===== src/pkg/twm_pkg.sv =====
// Notes on behaviour
// - Writing 1 to bit 0 of the begin-receive trigger starts a bus read.
// - Writing 1 to bit 0 of the begin-transmit trigger starts a bus write.
// - Writing the end-transaction trigger ends the current transaction.
// - A byte landing in the receive data register sets its flag to 1.
// - The byte-boundary flag is raised before every byte sent or received.
// - In a read, the paused flag is raised right after the ack bit.
// - Pausing needs an earlier pause trigger; continue resumes the read.
// - The master has a paused state whose entry sets its own flag.
// - The byte-sent flag rises after a data byte (not the address byte) is shifted out and acked.
// - After a received byte, SCL is held low until software reads it.
package twm_pkg;

  // ------------------------------------------------------------------
  // Register offsets
  // ------------------------------------------------------------------
  localparam logic [11:0] TWM_OFS_BEGIN_RX = 12'h000;
  localparam logic [11:0] TWM_OFS_BEGIN_TX = 12'h008;
  localparam logic [11:0] TWM_OFS_END = 12'h014;
  localparam logic [11:0] TWM_OFS_PAUSE = 12'h01c;
  localparam logic [11:0] TWM_OFS_CONTINUE = 12'h020;
  localparam logic [11:0] TWM_OFS_RXD = 12'h518;
  localparam logic [11:0] TWM_OFS_TXD = 12'h51c;
  localparam logic [11:0] TWM_OFS_ADDR = 12'h588;
  localparam logic [11:0] TWM_OFS_IRQ_STAT = 12'h600;
  localparam logic [11:0] TWM_OFS_IRQ_CLR = 12'h604;
  localparam logic [11:0] TWM_OFS_IRQ_EN = 12'h608;

  // ------------------------------------------------------------------
  // Event flags: index, offset, reset value
  // ------------------------------------------------------------------
  localparam int TWM_NEV = 6;
  localparam int TWM_EV_HALT = 0;
  localparam int TWM_EV_RX = 1;
  localparam int TWM_EV_TX = 2;
  localparam int TWM_EV_FAULT = 3;
  localparam int TWM_EV_BB = 4;
  localparam int TWM_EV_PAUSE = 5;
  localparam logic [11:0] TWM_EV_OFS [TWM_NEV] = '{
    12'h104, 12'h108, 12'h11c, 12'h124, 12'h138, 12'h148};
  localparam logic [TWM_NEV-1:0] TWM_EV_RST = 6'h00;
  localparam int TWM_TRIG_BIT = 0;
  localparam logic [2:0] TWM_BYTE_MSB = 3'h7;

  // ------------------------------------------------------------------
  // Timing: a quarter of the SCL period, least time
  // ------------------------------------------------------------------
  localparam int TWM_CLK_NS = 10;
  localparam int TWM_QTR_NS = 2500;
  localparam int TWM_QTR_CYC = (TWM_QTR_NS + TWM_CLK_NS - 1) / TWM_CLK_NS;

  // ------------------------------------------------------------------
  // Types
  // ------------------------------------------------------------------
  typedef enum logic [1:0] {
    TWM_CMD_START, TWM_CMD_STOP, TWM_CMD_WR, TWM_CMD_RD
  } twm_cmd_t;
  typedef enum logic [1:0] {
    TWM_PEND_NONE, TWM_PEND_STOP, TWM_PEND_SRX, TWM_PEND_STX
  } twm_pend_t;
  typedef enum logic [3:0] {
    TWM_ST_IDLE = 4'h0, TWM_ST_START = 4'h1, TWM_ST_SHIFT = 4'h3,
    TWM_ST_ACKIN = 4'h2, TWM_ST_TXWAIT = 4'h6, TWM_ST_RXHOLD = 4'h7,
    TWM_ST_ACKOUT = 4'h5, TWM_ST_SUSP = 4'h4, TWM_ST_STOP = 4'hc
  } twm_state_t;

endpackage


===== src/pkg/twm_bit_if.sv =====
`timescale 1ns/1ns
// Bit level command channel between byte sequencer and bus engine
interface twm_bit_if;
  logic req;
  twm_pkg::twm_cmd_t cmd;
  logic wbit;
  logic done;
  logic rbit;
  modport ctrl (output req, output cmd, output wbit, input done,
    input rbit);
  modport eng (input req, input cmd, input wbit, output done,
    output rbit);
endinterface


===== src/hdl/twm_bit_engine.sv =====
`timescale 1ns/1ns
module twm_bit_engine #(
  parameter int QTR_CYC = twm_pkg::TWM_QTR_CYC,
  parameter int CW = 16
) (
  // Clock and reset
  input wire logic i_clk,
  input wire logic i_rstn,
  // Bit command channel
  twm_bit_if.eng bi,
  // Open-drain pins
  input wire logic i_scl,
  input wire logic i_sda,
  output logic o_scl_oe,
  output logic o_sda_oe
);

  typedef struct packed {
    logic scl_m;
    logic scl_s;
    logic sda_m;
    logic sda_s;
    logic busy;
    twm_pkg::twm_cmd_t cmd;
    logic wbit;
    logic [1:0] ph;
    logic [CW-1:0] cnt;
    logic scl_lo;
    logic sda_lo;
    logic rbit;
    logic done;
  } twm_eng_st_t;

  twm_eng_st_t q;
  twm_eng_st_t n;

  // Phase counter must fit; two cycles let the pin sync see SCL fall
  if (QTR_CYC < 2 || QTR_CYC >= 2 ** CW)
  begin : g_chk
    $error("QTR_CYC out of range");
  end

  // Pin drive per command and quarter phase: {scl low, sda low}
  function automatic logic [1:0] drv(twm_pkg::twm_cmd_t c, logic [1:0] p,
    logic b);
    logic edge_lo;
    edge_lo = (p == 2'h0) || (p == 2'h3);
    unique case (c)
      twm_pkg::TWM_CMD_START: drv = {edge_lo, p[1]};
      twm_pkg::TWM_CMD_STOP: drv = {p == 2'h0, !p[1]};
      twm_pkg::TWM_CMD_WR: drv = {edge_lo, !b};
      twm_pkg::TWM_CMD_RD: drv = {edge_lo, 1'b0};
    endcase
  endfunction

  // Phases 1 and 2 leave SCL released; a slave holding it low stalls us
  always_comb
  begin
    n = q;
    n.scl_m = i_scl;
    n.scl_s = q.scl_m;
    n.sda_m = i_sda;
    n.sda_s = q.sda_m;
    n.done = 1'b0;
    if (!q.busy)
    begin
      if (bi.req)
      begin
        n.busy = 1'b1;
        n.cmd = bi.cmd;
        n.wbit = bi.wbit;
        n.ph = 2'h0;
        n.cnt = '0;
        {n.scl_lo, n.sda_lo} = drv(bi.cmd, 2'h0, bi.wbit);
      end
    end
    else if (!(q.ph[0] ^ q.ph[1]) || q.scl_s)
    begin
      if (q.cnt == CW'(QTR_CYC - 1))
      begin
        n.cnt = '0;
        // Sample data at the end of the SCL high time
        if (q.ph == 2'h2 && q.cmd == twm_pkg::TWM_CMD_RD)
          n.rbit = q.sda_s;
        if (q.ph == 2'h3)
        begin
          n.busy = 1'b0;
          n.done = 1'b1;
        end
        else
        begin
          n.ph = q.ph + 2'h1;
          {n.scl_lo, n.sda_lo} = drv(q.cmd, n.ph, q.wbit);
        end
      end
      else
        n.cnt = q.cnt + CW'(1);
    end
  end

  // State register
  always_ff @(posedge i_clk or negedge i_rstn)
  begin
    if (!i_rstn)
      q <= '0;
    else
      q <= n;
  end

  assign bi.done = q.done;
  assign bi.rbit = q.rbit;
  assign o_scl_oe = q.scl_lo;
  assign o_sda_oe = q.sda_lo;

endmodule


===== src/hdl/twm_top.sv =====
`timescale 1ns/1ns
module twm_top #(
  parameter int QTR_CYC = twm_pkg::TWM_QTR_CYC
) (
  // Clock and reset
  input wire logic I_CLK,
  input wire logic I_RSTN,
  // APB slave
  input wire logic I_PSEL,
  input wire logic I_PENABLE,
  input wire logic I_PWRITE,
  input wire logic [11:0] I_PADDR,
  input wire logic [31:0] I_PWDATA,
  output logic [31:0] O_PRDATA,
  output logic O_PREADY,
  output logic O_PSLVERR,
  // Two-wire bus pins, open drain
  input wire logic I_SCL,
  output logic O_SCL,
  output logic O_SCL_OE,
  input wire logic I_SDA,
  output logic O_SDA,
  output logic O_SDA_OE,
  // Interrupt
  output logic O_IRQ
);

  // ------------------------------------------------------------------
  // State
  // ------------------------------------------------------------------
  typedef struct packed {
    twm_pkg::twm_state_t st;
    logic is_rx;
    logic addr_ph;
    logic wt;
    logic nack;
    logic [2:0] bitn;
    logic [7:0] sh;
    logic [7:0] rxd;
    logic [7:0] txd;
    logic txd_full;
    logic [6:0] addr;
    twm_pkg::twm_pend_t pend;
    logic susp;
    logic [twm_pkg::TWM_NEV-1:0] ev;
    logic [twm_pkg::TWM_NEV-1:0] irq_st;
    logic [twm_pkg::TWM_NEV-1:0] irq_en;
    logic irq;
    logic [31:0] prdata;
  } twm_top_st_t;

  twm_top_st_t q;
  twm_top_st_t n;
  twm_bit_if bi ();

  // ------------------------------------------------------------------
  // Bus engine
  // ------------------------------------------------------------------
  twm_bit_engine #(
    .QTR_CYC(QTR_CYC)
  ) u_eng (
    .i_clk(I_CLK),
    .i_rstn(I_RSTN),
    .bi(bi),
    .i_scl(I_SCL),
    .i_sda(I_SDA),
    .o_scl_oe(O_SCL_OE),
    .o_sda_oe(O_SDA_OE)
  );

  // ------------------------------------------------------------------
  // Helpers
  // ------------------------------------------------------------------
  // Addresses that answer without an error
  function automatic logic mapped(logic [11:0] a);
    logic hit;
    hit = 1'b0;
    for (int i = 0; i < twm_pkg::TWM_NEV; i++)
      if (a == twm_pkg::TWM_EV_OFS[i])
        hit = 1'b1;
    unique case (a)
      twm_pkg::TWM_OFS_BEGIN_RX, twm_pkg::TWM_OFS_BEGIN_TX,
      twm_pkg::TWM_OFS_END, twm_pkg::TWM_OFS_PAUSE,
      twm_pkg::TWM_OFS_CONTINUE, twm_pkg::TWM_OFS_RXD,
      twm_pkg::TWM_OFS_TXD, twm_pkg::TWM_OFS_ADDR,
      twm_pkg::TWM_OFS_IRQ_STAT, twm_pkg::TWM_OFS_IRQ_CLR,
      twm_pkg::TWM_OFS_IRQ_EN: hit = 1'b1;
      default: ;
    endcase
    return hit;
  endfunction

  // Consume a pending start: load address byte with direction bit
  function automatic twm_top_st_t do_start(twm_top_st_t s);
    s.is_rx = (s.pend == twm_pkg::TWM_PEND_SRX);
    s.sh = {s.addr, s.is_rx};
    s.addr_ph = 1'b1;
    s.pend = twm_pkg::TWM_PEND_NONE;
    s.st = twm_pkg::TWM_ST_START;
    return s;
  endfunction

  // ------------------------------------------------------------------
  // Next state
  // ------------------------------------------------------------------
  always_comb
  begin
    logic acc;
    logic wr;
    logic rd;
    logic w1;
    logic rxd_read;
    logic [twm_pkg::TWM_NEV-1:0] ev_set;
    logic [31:0] rmux;
    acc = I_PSEL && I_PENABLE;
    wr = acc && I_PWRITE;
    rd = acc && !I_PWRITE;
    w1 = I_PWDATA[twm_pkg::TWM_TRIG_BIT];
    rxd_read = rd && (I_PADDR == twm_pkg::TWM_OFS_RXD);
    ev_set = '0;
    rmux = 32'h0000_0000;
    n = q;
    bi.req = 1'b0;
    bi.cmd = twm_pkg::TWM_CMD_RD;
    bi.wbit = 1'b1;

    // Byte sequencer; START, SHIFT, ACKIN, ACKOUT and STOP each issue one bit command and wait
    unique case (q.st)
      twm_pkg::TWM_ST_IDLE:
      begin
        if (q.pend == twm_pkg::TWM_PEND_SRX ||
            q.pend == twm_pkg::TWM_PEND_STX)
          n = do_start(q);
        else if (q.pend == twm_pkg::TWM_PEND_STOP)
        begin
          // Already stopped: answer at once
          n.pend = twm_pkg::TWM_PEND_NONE;
          ev_set[twm_pkg::TWM_EV_HALT] = 1'b1;
        end
      end
      twm_pkg::TWM_ST_START:
      begin
        bi.cmd = twm_pkg::TWM_CMD_START;
        if (!q.wt)
        begin
          bi.req = 1'b1;
          n.wt = 1'b1;
        end
        else if (bi.done)
        begin
          n.wt = 1'b0;
          n.bitn = twm_pkg::TWM_BYTE_MSB;
          n.st = twm_pkg::TWM_ST_SHIFT;
          ev_set[twm_pkg::TWM_EV_BB] = 1'b1;
        end
      end
      twm_pkg::TWM_ST_SHIFT:
      begin
        bi.cmd = (q.is_rx && !q.addr_ph) ? twm_pkg::TWM_CMD_RD :
          twm_pkg::TWM_CMD_WR;
        bi.wbit = q.sh[7];
        if (!q.wt)
        begin
          bi.req = 1'b1;
          n.wt = 1'b1;
        end
        else if (bi.done)
        begin
          n.wt = 1'b0;
          n.sh = {q.sh[6:0], bi.rbit};
          n.bitn = q.bitn - 3'h1;
          if (q.bitn != 3'h0)
            n.st = twm_pkg::TWM_ST_SHIFT;
          else if (q.is_rx && !q.addr_ph)
          begin
            n.rxd = {q.sh[6:0], bi.rbit};
            ev_set[twm_pkg::TWM_EV_RX] = 1'b1;
            n.st = twm_pkg::TWM_ST_RXHOLD;
          end
          else
            n.st = twm_pkg::TWM_ST_ACKIN;
        end
      end
      twm_pkg::TWM_ST_ACKIN:
      begin
        bi.cmd = twm_pkg::TWM_CMD_RD;
        if (!q.wt)
        begin
          bi.req = 1'b1;
          n.wt = 1'b1;
        end
        else if (bi.done)
        begin
          n.wt = 1'b0;
          n.addr_ph = 1'b0;
          if (bi.rbit)
          begin
            // A nack from the slave aborts with a stop
            ev_set[twm_pkg::TWM_EV_FAULT] = 1'b1;
            n.st = twm_pkg::TWM_ST_STOP;
          end
          else if (q.addr_ph && q.is_rx)
          begin
            ev_set[twm_pkg::TWM_EV_BB] = 1'b1;
            n.bitn = twm_pkg::TWM_BYTE_MSB;
            n.st = twm_pkg::TWM_ST_SHIFT;
          end
          else
          begin
            ev_set[twm_pkg::TWM_EV_TX] = !q.addr_ph;
            n.st = twm_pkg::TWM_ST_TXWAIT;
          end
        end
      end
      twm_pkg::TWM_ST_TXWAIT:
      begin
        // SCL stays low here until software supplies the next byte
        if (q.pend == twm_pkg::TWM_PEND_STOP)
        begin
          n.pend = twm_pkg::TWM_PEND_NONE;
          n.st = twm_pkg::TWM_ST_STOP;
        end
        else if (q.pend != twm_pkg::TWM_PEND_NONE)
          n = do_start(q);
        else if (q.txd_full)
        begin
          n.sh = q.txd;
          n.txd_full = 1'b0;
          n.bitn = twm_pkg::TWM_BYTE_MSB;
          n.st = twm_pkg::TWM_ST_SHIFT;
          ev_set[twm_pkg::TWM_EV_BB] = 1'b1;
        end
      end
      twm_pkg::TWM_ST_RXHOLD:
      begin
        // SCL low until receive data is read
        if (rxd_read)
        begin
          // a task already pending turns the ack into a nack
          n.nack = (q.pend != twm_pkg::TWM_PEND_NONE);
          n.st = twm_pkg::TWM_ST_ACKOUT;
        end
      end
      twm_pkg::TWM_ST_ACKOUT:
      begin
        bi.cmd = twm_pkg::TWM_CMD_WR;
        bi.wbit = q.nack;
        if (!q.wt)
        begin
          bi.req = 1'b1;
          n.wt = 1'b1;
        end
        else if (bi.done)
        begin
          n.wt = 1'b0;
          if (q.nack && q.pend == twm_pkg::TWM_PEND_STOP)
          begin
            // end of a read after the nack
            n.pend = twm_pkg::TWM_PEND_NONE;
            n.st = twm_pkg::TWM_ST_STOP;
          end
          else if (q.nack)
            n = do_start(q);
          else if (q.susp)
          begin
            // only with a pause requested earlier
            n.susp = 1'b0;
            ev_set[twm_pkg::TWM_EV_PAUSE] = 1'b1;
            n.st = twm_pkg::TWM_ST_SUSP;
          end
          else
          begin
            ev_set[twm_pkg::TWM_EV_BB] = 1'b1;
            n.bitn = twm_pkg::TWM_BYTE_MSB;
            n.st = twm_pkg::TWM_ST_SHIFT;
          end
        end
      end
      twm_pkg::TWM_ST_SUSP:
      begin
        if (q.pend == twm_pkg::TWM_PEND_STOP)
        begin
          n.pend = twm_pkg::TWM_PEND_NONE;
          n.st = twm_pkg::TWM_ST_STOP;
        end
        else if (wr && I_PADDR == twm_pkg::TWM_OFS_CONTINUE && w1)
        begin
          ev_set[twm_pkg::TWM_EV_BB] = 1'b1;
          n.bitn = twm_pkg::TWM_BYTE_MSB;
          n.st = twm_pkg::TWM_ST_SHIFT;
        end
      end
      twm_pkg::TWM_ST_STOP:
      begin
        bi.cmd = twm_pkg::TWM_CMD_STOP;
        if (!q.wt)
        begin
          bi.req = 1'b1;
          n.wt = 1'b1;
        end
        else if (bi.done)
        begin
          n.wt = 1'b0;
          n.susp = 1'b0;
          ev_set[twm_pkg::TWM_EV_HALT] = 1'b1;
          n.st = twm_pkg::TWM_ST_IDLE;
        end
      end
      default: n.st = twm_pkg::TWM_ST_IDLE;
    endcase

    // Task triggers come after the sequencer so none is lost
    if (wr && w1)
    begin
      unique case (I_PADDR)
        twm_pkg::TWM_OFS_BEGIN_RX: n.pend = twm_pkg::TWM_PEND_SRX;
        twm_pkg::TWM_OFS_BEGIN_TX: n.pend = twm_pkg::TWM_PEND_STX;
        // stop request held until a safe point
        twm_pkg::TWM_OFS_END: n.pend = twm_pkg::TWM_PEND_STOP;
        twm_pkg::TWM_OFS_PAUSE: n.susp = 1'b1;
        default: ;
      endcase
    end

    // Data and control writes
    if (wr && I_PADDR == twm_pkg::TWM_OFS_TXD)
    begin
      n.txd = I_PWDATA[7:0];
      n.txd_full = 1'b1;
    end
    if (wr && I_PADDR == twm_pkg::TWM_OFS_ADDR)
      n.addr = I_PWDATA[6:0];
    if (wr && I_PADDR == twm_pkg::TWM_OFS_IRQ_EN)
      n.irq_en = I_PWDATA[twm_pkg::TWM_NEV-1:0];

    // write 0 clears a flag; a new event wins over the clear
    for (int i = 0; i < twm_pkg::TWM_NEV; i++)
    begin
      if (wr && I_PADDR == twm_pkg::TWM_EV_OFS[i])
        n.ev[i] = I_PWDATA[0] | ev_set[i];
      else
        n.ev[i] = q.ev[i] | ev_set[i];
    end

    // Interrupt status: write 1 clears, set wins
    if (wr && I_PADDR == twm_pkg::TWM_OFS_IRQ_CLR)
      n.irq_st = (q.irq_st & ~I_PWDATA[twm_pkg::TWM_NEV-1:0]) | ev_set;
    else
      n.irq_st = q.irq_st | ev_set;
    n.irq = |(n.irq_st & n.irq_en);

    // Read data is fetched in the setup cycle; task registers read 0
    for (int i = 0; i < twm_pkg::TWM_NEV; i++)
      if (I_PADDR == twm_pkg::TWM_EV_OFS[i])
        rmux = {31'h0000_0000, q.ev[i]};
    unique case (I_PADDR)
      twm_pkg::TWM_OFS_RXD: rmux = {24'h00_0000, q.rxd};
      twm_pkg::TWM_OFS_TXD: rmux = {24'h00_0000, q.txd};
      twm_pkg::TWM_OFS_ADDR: rmux = {25'h000_0000, q.addr};
      twm_pkg::TWM_OFS_IRQ_STAT: rmux = {26'h000_0000, q.irq_st};
      twm_pkg::TWM_OFS_IRQ_EN: rmux = {26'h000_0000, q.irq_en};
      default: ;
    endcase
    if (I_PSEL && !I_PENABLE && !I_PWRITE)
      n.prdata = rmux;
  end

  // ------------------------------------------------------------------
  // State register
  // ------------------------------------------------------------------
  // flags clear on reset
  always_ff @(posedge I_CLK or negedge I_RSTN)
  begin
    if (!I_RSTN)
    begin
      q <= '0;
      q.ev <= twm_pkg::TWM_EV_RST;
    end
    else
      q <= n;
  end

  // ------------------------------------------------------------------
  // Outputs
  // ------------------------------------------------------------------
  // Zero wait state: the access phase always completes at once
  assign O_PREADY = I_PSEL && I_PENABLE;
  assign O_PSLVERR = I_PSEL && I_PENABLE && !mapped(I_PADDR);
  assign O_PRDATA = q.prdata;
  assign O_IRQ = q.irq;
  // Open drain: only ever drive low
  assign O_SCL = 1'b0;
  assign O_SDA = 1'b0;

endmodule


===== config.mk =====
export PLATFORM = sky130hd
export DESIGN_NAME = twm_top
export DESIGN_NICKNAME = d
export VERILOG_FILES = /design/src/pkg/twm_pkg.sv /design/src/pkg/twm_bit_if.sv /design/src/hdl/twm_bit_engine.sv /design/src/hdl/twm_top.sv
export SDC_FILE = /design/constraint.sdc
export NUM_CORES = 1
export LEC_CHECK = 0
export ABC_AREA = 0
export BUFFER_PORTS_ARGS = -buffer_cell sky130_fd_sc_hd__buf_2
export CORE_MARGIN = 5
export CORE_UTILIZATION = 40
export DETAILED_ROUTE_END_ITERATION = 16
export PLACE_DENSITY = 0.69
export SLEW_MARGIN = 20
export SYNTH_ARGS = -nofsm -noshare
export SYNTH_HDL_FRONTEND = slang
export SYNTH_SLANG_ARGS = --single-unit

===== constraint.sdc =====
create_clock -name I_CLK -period 2.1 [get_ports I_CLK]
set_clock_uncertainty 0.1 [all_clocks]
set_input_delay 0.42 -clock I_CLK [delete_from_list [all_inputs] [get_ports I_CLK]]
set_output_delay 0.42 -clock I_CLK [all_outputs]
set_load 0.02 [all_outputs]

==> run summary, run 1 <==
Reg2Reg Depth - 8
Synth Flop Type - dfrtp_1
gr ovfl total - 0
Ant. Diodes - 0
worst ir drop on vdd - 370 uV
fin nets - 859
Post-Syn Area per Cell - 9.14 um2
post-synth top area share - 0.419
num ports - 90
initial antenna violation count - 0
die extent in y - 134 um
RR Endpoint - q[88]
worst setup margin - -139 ps
fin crit period - 2240 ps
vias in the first global route - 5390
Port Buf Inserts - 39
clk buf depth - 2
clock latency on the worst-skew pair - 350 ps
share of post-route cells with drive strength above 1 - 0.290
worst r2r src - q[95]
H-tree levels - 3
Worst Path Class, Setup - in -> out
total CTS buffers - 9
Final Setup Violations - 1
Rows - 45
Seq/Total Area, Yosys - 0.419
fraction of registers with async set/reset - 1.00
area of the multi-input gates - 0.00331 mm2
EDFF count, synth - 0
WL final - 16800 um
fmax - 447 MHz
total track usage - 0.185
Sink Count - 103
status - complete, but fails checks
Non-Filler Cell Area, Final - 0.00767 mm2
vias - 5540
largest net degree at the start of global routing - 40
WP data required - 1580 ps
Worst setup EP type - output port
FF-to-FF setup slack - 70 ps
WL/cell - 16.9 um
Final period util - 1.07
dpl cells - 961
CP Launch Point - I_PADDR[9]
ranking of synthesized cells by area - dfrtp_1, nand2_1, buf_4
leading area contributor after synthesis - dfrtp_1
DIE AREA - 0.0180 mm2
Initial Util - 0.406
initial DRC count - 437
CP endpoint - O_PSLVERR
library cells used by synthesis - 73
total power - 3.95 mW
first-pass GRT wire length - 26800 um
final hold vios - 0
number of routed nets with antenna violations - 0
CTS tree - built
gpl congestion - 0.988
setup_tns - -139 ps
Syn-to-layout area delta - 24.7%
DR pass1 iterations - 5
failing checks - negative setup slack
Startpoint Class - input port
Cell Area, Placed - 0.00712 mm2
Worst EP arrival - 1720 ps
clock-pin slew on the worst setup and hold paths - 70 ps
CTS root buffer - clkbuf_16
mapped cell area - 0.00615 mm2
chip width - 134 um
flops & latches, synth - 103
register area - 0.00258 mm2
crit-path max FO - 3
hpwl dp - 12500 um
pwr/cell area - 515 mW/mm2
layout filler cell count - 1400
leakage power - 3.46 nW
# DRC - 0
area of the core - 0.0151 mm2
Max Cap Viol - 0
warnings from Yosys - 0
RSZ-0062 raised after global routing - true
Slew Limit Fails - 0
Final Instance Count excl. Fillers - 994
type of the most critical hold path - in -> reg
Post-Synthesis Cells - 673
routed vias/inst - 5.57
-- state kept, by name (all words and copies together) (netlist names) --
register and count:
u_eng.o_scl_oe 1, O_IRQ 1, q 64, u_eng.q 24
u_eng.o_sda_oe 1, u_eng.bi.rbit 1, u_eng.n 2, O_PRDATA 8
u_eng.bi.done 1
-- per-stage QoR --
step	setup WS, ps	util	hold WS [ps]
6_report	-139	0.507	67.0
5_1_grt	-187	0.507	64.6
4_1_cts	-132	0.495	61.3
3_5_place_dp	-274	0.470	236
3_3_place_gp	-234	0.470	234
2_1_floorplan	-27.2	-	24.4
-- synth_stat cells, drive strengths merged, types with 9 or more instances --
master,instances
and3,13
mux2,25
nand2b,9
clkbuf,11
o21ai,65
buf,57
nand2,76
nor2,56
nand3,27
nor2b,11
inv,19
dfrtp,103
nand4,13
a21oi,38
a222oi,9
mux2i,12
-- cell type report --
type	count	share of cell area
clock buffer	10	0.0298
tap	188	0.0306
inverter	19	0.00929
timing repair buffer	160	0.157
multi-input combinational	508	0.431
clock inverter	6	0.00571
sequential	103	0.336
-- worst min path at each step --
stage / from / to / cells past startpoint
final: I_SCL / u_eng.n[28] / 1
after global routing: I_SCL / u_eng.n[28] / 1
after CTS: I_SCL / u_eng.n[28] / 1
after detailed placement: u_eng.n[28] / u_eng.q[28] / 0
after global placement: u_eng.n[28] / u_eng.q[28] / 0
after floorplan: I_RSTN / O_IRQ / 0
-- layer usage --
metal,vias up,GRT usage,wire length [um]
met5,-,0,0
met4,0,0.0798,587
met3,48,0.0326,1070
met2,191,0.285,7740
met1,2649,0.256,7370
li1,2652,-,-
-- power breakdown --
part           leakage, nW  total (mW)  switching [mW]  internal (mW)
Combinational         2.02       0.349           0.227          0.122
Clock                0.139        1.58           0.767          0.813
Sequential            1.31        2.02          0.0131           2.01
Total                 3.46        3.95            1.01           2.95
-- cells in the final DEF (no fill, tap or decap), types with 4 or more instances in the layout --
master,count
o31ai_1,7
and2_1,7
nand4_1,11
nand3_1,27
mux2_1,8
nand2_1,74
ha_1,7
nor2_1,51
a222oi_1,9
a31oi_1,7
nor3_1,5
o211ai_1,5
o21ai_0,53
clkbuf_16,10
a21o_1,4
o2bb2ai_1,7
buf_12,4
nor2b_1,10
o21ai_1,12
nand2b_1,9
inv_1,19
conb_1,26
nand3b_1,5
a21oi_2,5
a221oi_1,7
and3_1,12
mux2_2,17
buf_4,114
mux2i_1,12
dfrtp_1,100
buf_6,6
nor4b_4,4
buf_2,34
a21oi_1,33
-- cells by family after synthesis --
| kind of cell | synth area share |
|---|---|
| XOR/XNOR | 0.00427 |
| flip-flops | 0.419 |
| AND/OR/NAND/NOR | 0.225 |
| AO/OA/AOI/OAI | 0.191 |
| adder cells (fa/ha/maj) | 0.0142 |
| buffers and inverters | 0.0807 |
| multiplexers | 0.0653 |
| other | 0.000609 |
-- critical path, stage by stage --
cell and delay [ps]:
buf_2 110, or4_4 570, nor3_4 190, a21oi_2 80, nand4_1 140, nor4_4 50
buf_4 160
-- repair_timing --
| item | CTS | global route |
|---|---|---|
| setup endpoints to repair | 16 | 34 |
| cloned | 0 | 1 |
| endpoints found under the hold margin | 30 | 0 |
| hold buffers | 1 | 0 |
| resized for setup | 12 | 25 |
| pin swaps | 4 | 9 |
| setup buffers | 7 | 8 |
Note: power is estimated with default switching activity, not from simulation.
==> run 2, diff against run 1 <==
CAP_MARGIN = 20   (was unset)
GPL_TIMING_DRIVEN = 0   (was unset)
==> run 2 against run 1 <==
Effect of this change:
- utilization fell by 0.43 points
- wire length rose by 0.59%
- sequential share of layout area rose by 0.27 points
- sequential power barely moved
- clock-buffer cell count did not move
- clock power rose by 16%
- setup slack got worse by 42 ps
- the flow still finishes with violations (negative setup slack)
- critical endpoint unchanged
- critical path depth rose by 1
==> run summary, run 2 (same netlist as run 1, synthesis figures left out) <==
worst slack, placed - -439 ps
Max-slew headroom - 0.241
gpl congestion - 0.961
most frequent cells in the layout - dfrtp_1, buf_4, nand2_1, o21ai_0, nor2_1
Worst EP arrival - 1760 ps
register area - 0.00258 mm2
vias - 5458
slowest stage delay, CP - 240 ps
pwr/cell area - 560 mW/mm2
chip width - 134 um
Cell Area, Placed - 0.00675 mm2
number of flip-flops in the largest register - 64
post-layout util - 0.502
die extent in y - 134 um
share of post-route cells with drive strength above 1 - 0.283
area of the multi-input gates - 0.00346 mm2
Port Buf Inserts - 36
clock-pin slew on the worst setup and hold paths - 70 ps
Least-Margin Pin Slew - 1140 ps
clk buf depth - 2
Biggest register - q
crit-path cells - buf_12 > nor3b_4 > and3b_2 > a31o_4 > a21oi_2 > nand4_1 > nor4_4 > buf_4
initial DRC count - 549
CTS tree - built
DIE AREA - 0.0180 mm2
fin nets - 826
Non-Filler Cell Area, Final - 0.00761 mm2
Buf/Inv on CP - 2
clock latency on the worst-skew pair - 350 ps
RSZ-0062 raised after global routing - true
WL/cell - 17.6 um
Startpoint Class - input port
total CTS buffers - 9
vias in the first global route - 5253
worst setup margin - -181 ps
crit-path max FO - 5
hpwl dp - 11800 um
fmax - 438 MHz
Initial Util - 0.406
num ports - 90
gr ovfl total - 0
layout filler cell count - 1376
WL final - 16900 um
Worst setup EP type - output port
final hold vios - 0
Max Cap Viol - 0
largest net degree at the start of global routing - 62
FF-to-FF setup slack - 60 ps
Final Setup Violations - 2
worst ir drop on vdd - 452 uV
routed vias/inst - 5.68
# DRC - 0
Rows - 45
WP data required - 1580 ps
Syn-to-layout area delta - 23.7%
first-pass GRT wire length - 27100 um
Worst Path Class, Setup - in -> out
Sink Count - 103
failing checks - negative setup slack
Slew Limit Fails - 0
leakage power - 3.40 nW
number of routed nets with antenna violations - 0
Final Instance Count excl. Fillers - 961
type of the most critical hold path - in -> reg
total track usage - 0.187
most common cell after layout, fill and taps aside - dfrtp_1
setup_tns - -183 ps
CTS root buffer - clkbuf_16
Ant. Diodes - 0
status - complete, but fails checks
dpl cells - 923
DR pass1 iterations - 8
fin crit period - 2280 ps
H-tree levels - 3
CP top delay family - simple AND/OR/NAND/NOR gates
initial antenna violation count - 0
total power - 4.26 mW
Crit-path slowest cell - and3b_2
Final period util - 1.09
area of the core - 0.0151 mm2
Hold WS - 68.9 ps
-- run 2: cell count changes in the layout (fill, tap and decap cells not counted), sizes merged --
cell | before | now
clkinv | 4 | 1
bufinv | 0 | 2
clkinvlp | 0 | 1
clkbuf | 11 | 15
buf | 158 | 121
-- run 2: final timing paths --
check / startpoint / endpoint / cells past startpoint
max: I_PADDR[5] / O_PSLVERR / 8
min: I_SCL / u_eng.n[28] / 1
max reg2reg: q[94] / q[95] / 7
min reg2reg: u_eng.n[28] / u_eng.q[28] / 0
max in group asynchronous: I_RSTN / u_eng.bi.rbit / 3
min in group asynchronous: I_RSTN / q[33] / 2
-- run 2: power breakdown --
part	switching (mW)	total, mW	internal (mW)	leakage, nW
clock	0.774	1.83	1.06	0.155
sequential	0.0150	2.03	2.01	1.31
combinational	0.240	0.408	0.168	1.94
total	1.03	4.26	3.24	3.40
-- run 2: metal layers --
layer	global-route usage	share of wire	up-vias
li1	-	-	2587
met1	0.254	0.43	2634
met2	0.296	0.47	203
met3	0.0458	0.076	34
met4	0.0583	0.021	0
met5	0	0	-
-- run 2: worst register-to-register path, stage by stage (launching register included) --
cell and delay, ps:
dfrtp_1 370, buf_4 190, and4bb_4 260, nand2_1 140, o32a_1 210, o221ai_2 110
nor2_4 200, mux2_1 350
-- run 2: final cells by class --
type	count	share of cell area
inverters	19	0.00937
repair buffers	63	0.0567
multi-input cells	508	0.455
clock inverters	6	0.0122
well taps	188	0.0309
clock buffers	10	0.0301
flip-flops and latches	103	0.339
plain buffers	64	0.0668
-- run 2: what timing repair did --
action	in CTS	in global routing
hold endpoints to repair	42	0
buffers inserted	19	6
hold buffers	1	0
pin swaps	13	20
resized for setup	42	79
setup endpoints to repair	47	51
==> run 3, diff against run 2 <==
--- a/config.mk
+++ b/config.mk
@@ -9,9 +9,9 @@
 export BUFFER_PORTS_ARGS = -buffer_cell sky130_fd_sc_hd__buf_2
 export CAP_MARGIN = 20
-export CORE_MARGIN = 5
 export CORE_UTILIZATION = 40
 export DETAILED_ROUTE_END_ITERATION = 16
 export GPL_TIMING_DRIVEN = 0
 export PLACE_DENSITY = 0.69
+export SETUP_SLACK_MARGIN = 0.4
 export SLEW_MARGIN = 20
 export SYNTH_ARGS = -nofsm -noshare
--- a/constraint.sdc
+++ b/constraint.sdc
@@ -3,3 +3,3 @@
 set_input_delay 0.42 -clock I_CLK [delete_from_list [all_inputs] [get_ports I_CLK]]
 set_output_delay 0.42 -clock I_CLK [all_outputs]
-set_load 0.02 [all_outputs]
+set_load 0.1 [all_outputs]
==> run 3 against run 2 <==
Effect of this change:
- final area rose by 25%
- setup slack got worse by 81 ps
- the flow still finishes with violations (negative setup slack)
- clock power rose by 5%
- die area fell by 12%
- sequential power barely moved
- first-iteration DRC count rose by 8.6%
- worst hold slack got worse by 14 ps
- wire length rose by 24%
- sequential share of layout area fell by 6.8 points
- sequential cell count did not move
- utilization rose by 14 points
- cell count rose by 9.8%
==> run summary, run 3 (same netlist as run 1, synthesis figures left out) <==
Rows - 44
Syn-to-layout area delta - 55.0%
Non-Filler Cell Area, Final - 0.00954 mm2
Slew Limit Fails - 0
Final Setup Violations - 12
failing checks - negative setup slack
total power - 4.73 mW
DIE AREA - 0.0159 mm2
most common cell after layout, fill and taps aside - buf_4
worst setup margin - -262 ps
DR pass1 iterations - 5
total track usage - 0.257
Hold WS - 54.7 ps
Comb power frac - 0.164
Max-slew headroom - 0.567
M2 GR Usage - 0.426
Sw Ratio - 0.300
hold endpoint - u_eng.n[28]
pwr/cell area - 496 mW/mm2
most frequent cells in the layout - buf_4, dfrtp_1, buf_6, nand2_1, nor2_1
largest net degree at the start of global routing - 65
grt met1 use - 0.331
initial DRC count - 596
status - complete, but fails checks
Startpoint Class - input port
vias - 6223
num ports - 90
clock-pin slew on the worst setup and hold paths - 80 ps
first-pass GRT wire length - 32300 um
gr busiest metal - met2
layout filler cell count - 1140
Least-Margin Pin Slew - 650 ps
Sink Count - 103
RSZ-0062 raised after global routing - true
sequential share of power - 0.429
FF-to-FF setup slack - 30 ps
Worst Path Class, Setup - in -> out
gpl congestion - 0.987
crit-path cells - buf_12 > nor3b_4 > and3b_1 > a31o_2 > a21oi_2 > nand4_1 > nor4_4 > buf_6
number of routed nets with antenna violations - 0
routed vias/inst - 5.90
hold path depth - 1
fmax - 423 MHz
met3 capacity usage during global routing - 0.0497
type of the most critical hold path - in -> reg
leakage power - 4.28 nW
Final Instance Count excl. Fillers - 1055
vias in the first global route - 6152
CTS tree - built
WL final - 20900 um
worst r2r src - q[95]
Worst setup EP type - output port
clock latency on the worst-skew pair - 360 ps
share of post-route cells with drive strength above 1 - 0.494
fin crit period - 2360 ps
Cell Area, Placed - 0.00711 mm2
hold path start - I_SCL
Final period util - 1.12
Crit-path slowest cell - buf_6
Port Buf Inserts - 36
initial antenna violation count - 0
die extent in y - 126 um
worst ir drop on vdd - 402 uV
clk buf depth - 2
slowest stage delay, CP - 270 ps
area of the core - 0.0148 mm2
Initial Util - 0.417
hpwl dp - 12300 um
chip width - 126 um
Worst EP arrival - 1840 ps
total CTS buffers - 9
fin nets - 924
gr ovfl total - 0
P_int - 3.31 mW
dpl cells - 919
Net Sw Power - 1.42 mW
CTS root buffer - clkbuf_16
number of flip-flops in the largest register - 64
# DRC - 0
clock network power share - 0.407
Ant. Diodes - 0
RR Endpoint - q[84]
Biggest register - q
final hold vios - 0
H-tree levels - 3
Max Cap Viol - 0
WL/cell - 19.8 um
worst slack, placed - -595 ps
Reg2Reg Depth - 8
WP data required - 1580 ps
crit-path max FO - 4
[run 3: changes by cell type in the layout (fill, tap and decap cells not counted), moves of 11 or more]
cell / change
buf_6: +46
o21ai_1: +21
o21ai_0: -36
buf_2: -11
nand2_1: -17
buf_8: +15
o21ai_2: +12
mux2_4: +22
mux2_2: -15
buf_4: +34
[run 3: area by class of cell]
cell class / instances / area [um2] / share of cell area
clock buffer: 11 / 243 / 0.0255
inverter: 19 / 83.8 / 0.00879
clock inverter: 5 / 88.8 / 0.00932
timing repair buffer: 157 / 1440 / 0.151
multi-input combinational: 508 / 4180 / 0.438
buffer: 68 / 687 / 0.0720
tap: 184 / 230 / 0.0241
sequential: 103 / 2580 / 0.271
[run 3: worst max-delay path: cells and delay by family]
family          cells  cell delay [ps]
compound gates      2              330
simple gates        4              710
buf+inv             2              370
[run 3: how the worst max path moves through the flow]
stage           endpoint  startpoint  slack [ps]  depth (start not counted)
2_1_floorplan  O_PSLVERR  I_PADDR[5]        -730                          7
3_3_place_gp       q[93]      I_RSTN        -760                          1
3_5_place_dp   O_PSLVERR  I_PADDR[4]        -590                          9
4_1_cts        O_PSLVERR  I_PADDR[5]        -260                          8
5_1_grt        O_PSLVERR  I_PADDR[4]        -310                          9
6_report       O_PSLVERR  I_PADDR[5]        -260                          8
[run 3: per-layer routing]
| metal | part of all wire | wire, um | vias up |
|---|---|---|---|
| met5 | 0 | 0 | - |
| met4 | 0.030 | 627 | 0 |
| met3 | 0.071 | 1480 | 67 |
| met2 | 0.50 | 10400 | 282 |
| met1 | 0.40 | 8360 | 3082 |
| li1 | - | - | 2792 |
[run 3: metrics by stage]
stage                     setup TNS (ps)  utilization
after floorplan                     -774            -
after global placement            -70000        0.479
after detailed placement           -8550        0.482
after CTS                           -282        0.599
after global routing               -2980        0.646
final                              -1270        0.646
[run 3: power by group through the flow]
| stage | Clock [mW] | Sequential [mW] | Combinational [mW] |
|---|---|---|---|
| finish | 1.92 | 2.03 | 0.776 |
| global route | 2.03 | 2.03 | 0.810 |
| detailed placement | 0 | 2.07 | 0.714 |
| floorplan | 0 | 2.06 | 0.577 |
| CTS | 1.92 | 2.03 | 0.761 |
| global placement | 0 | 2.06 | 0.701 |
[run 3: what timing repair did]
item,CTS,global route
endpoints found under the setup margin,95,88
pin swaps,47,59
buffers inserted,85,27
cloned,5,2
gates resized for setup,203,118
hold buffers,1,0
hold endpoints to repair,39,0
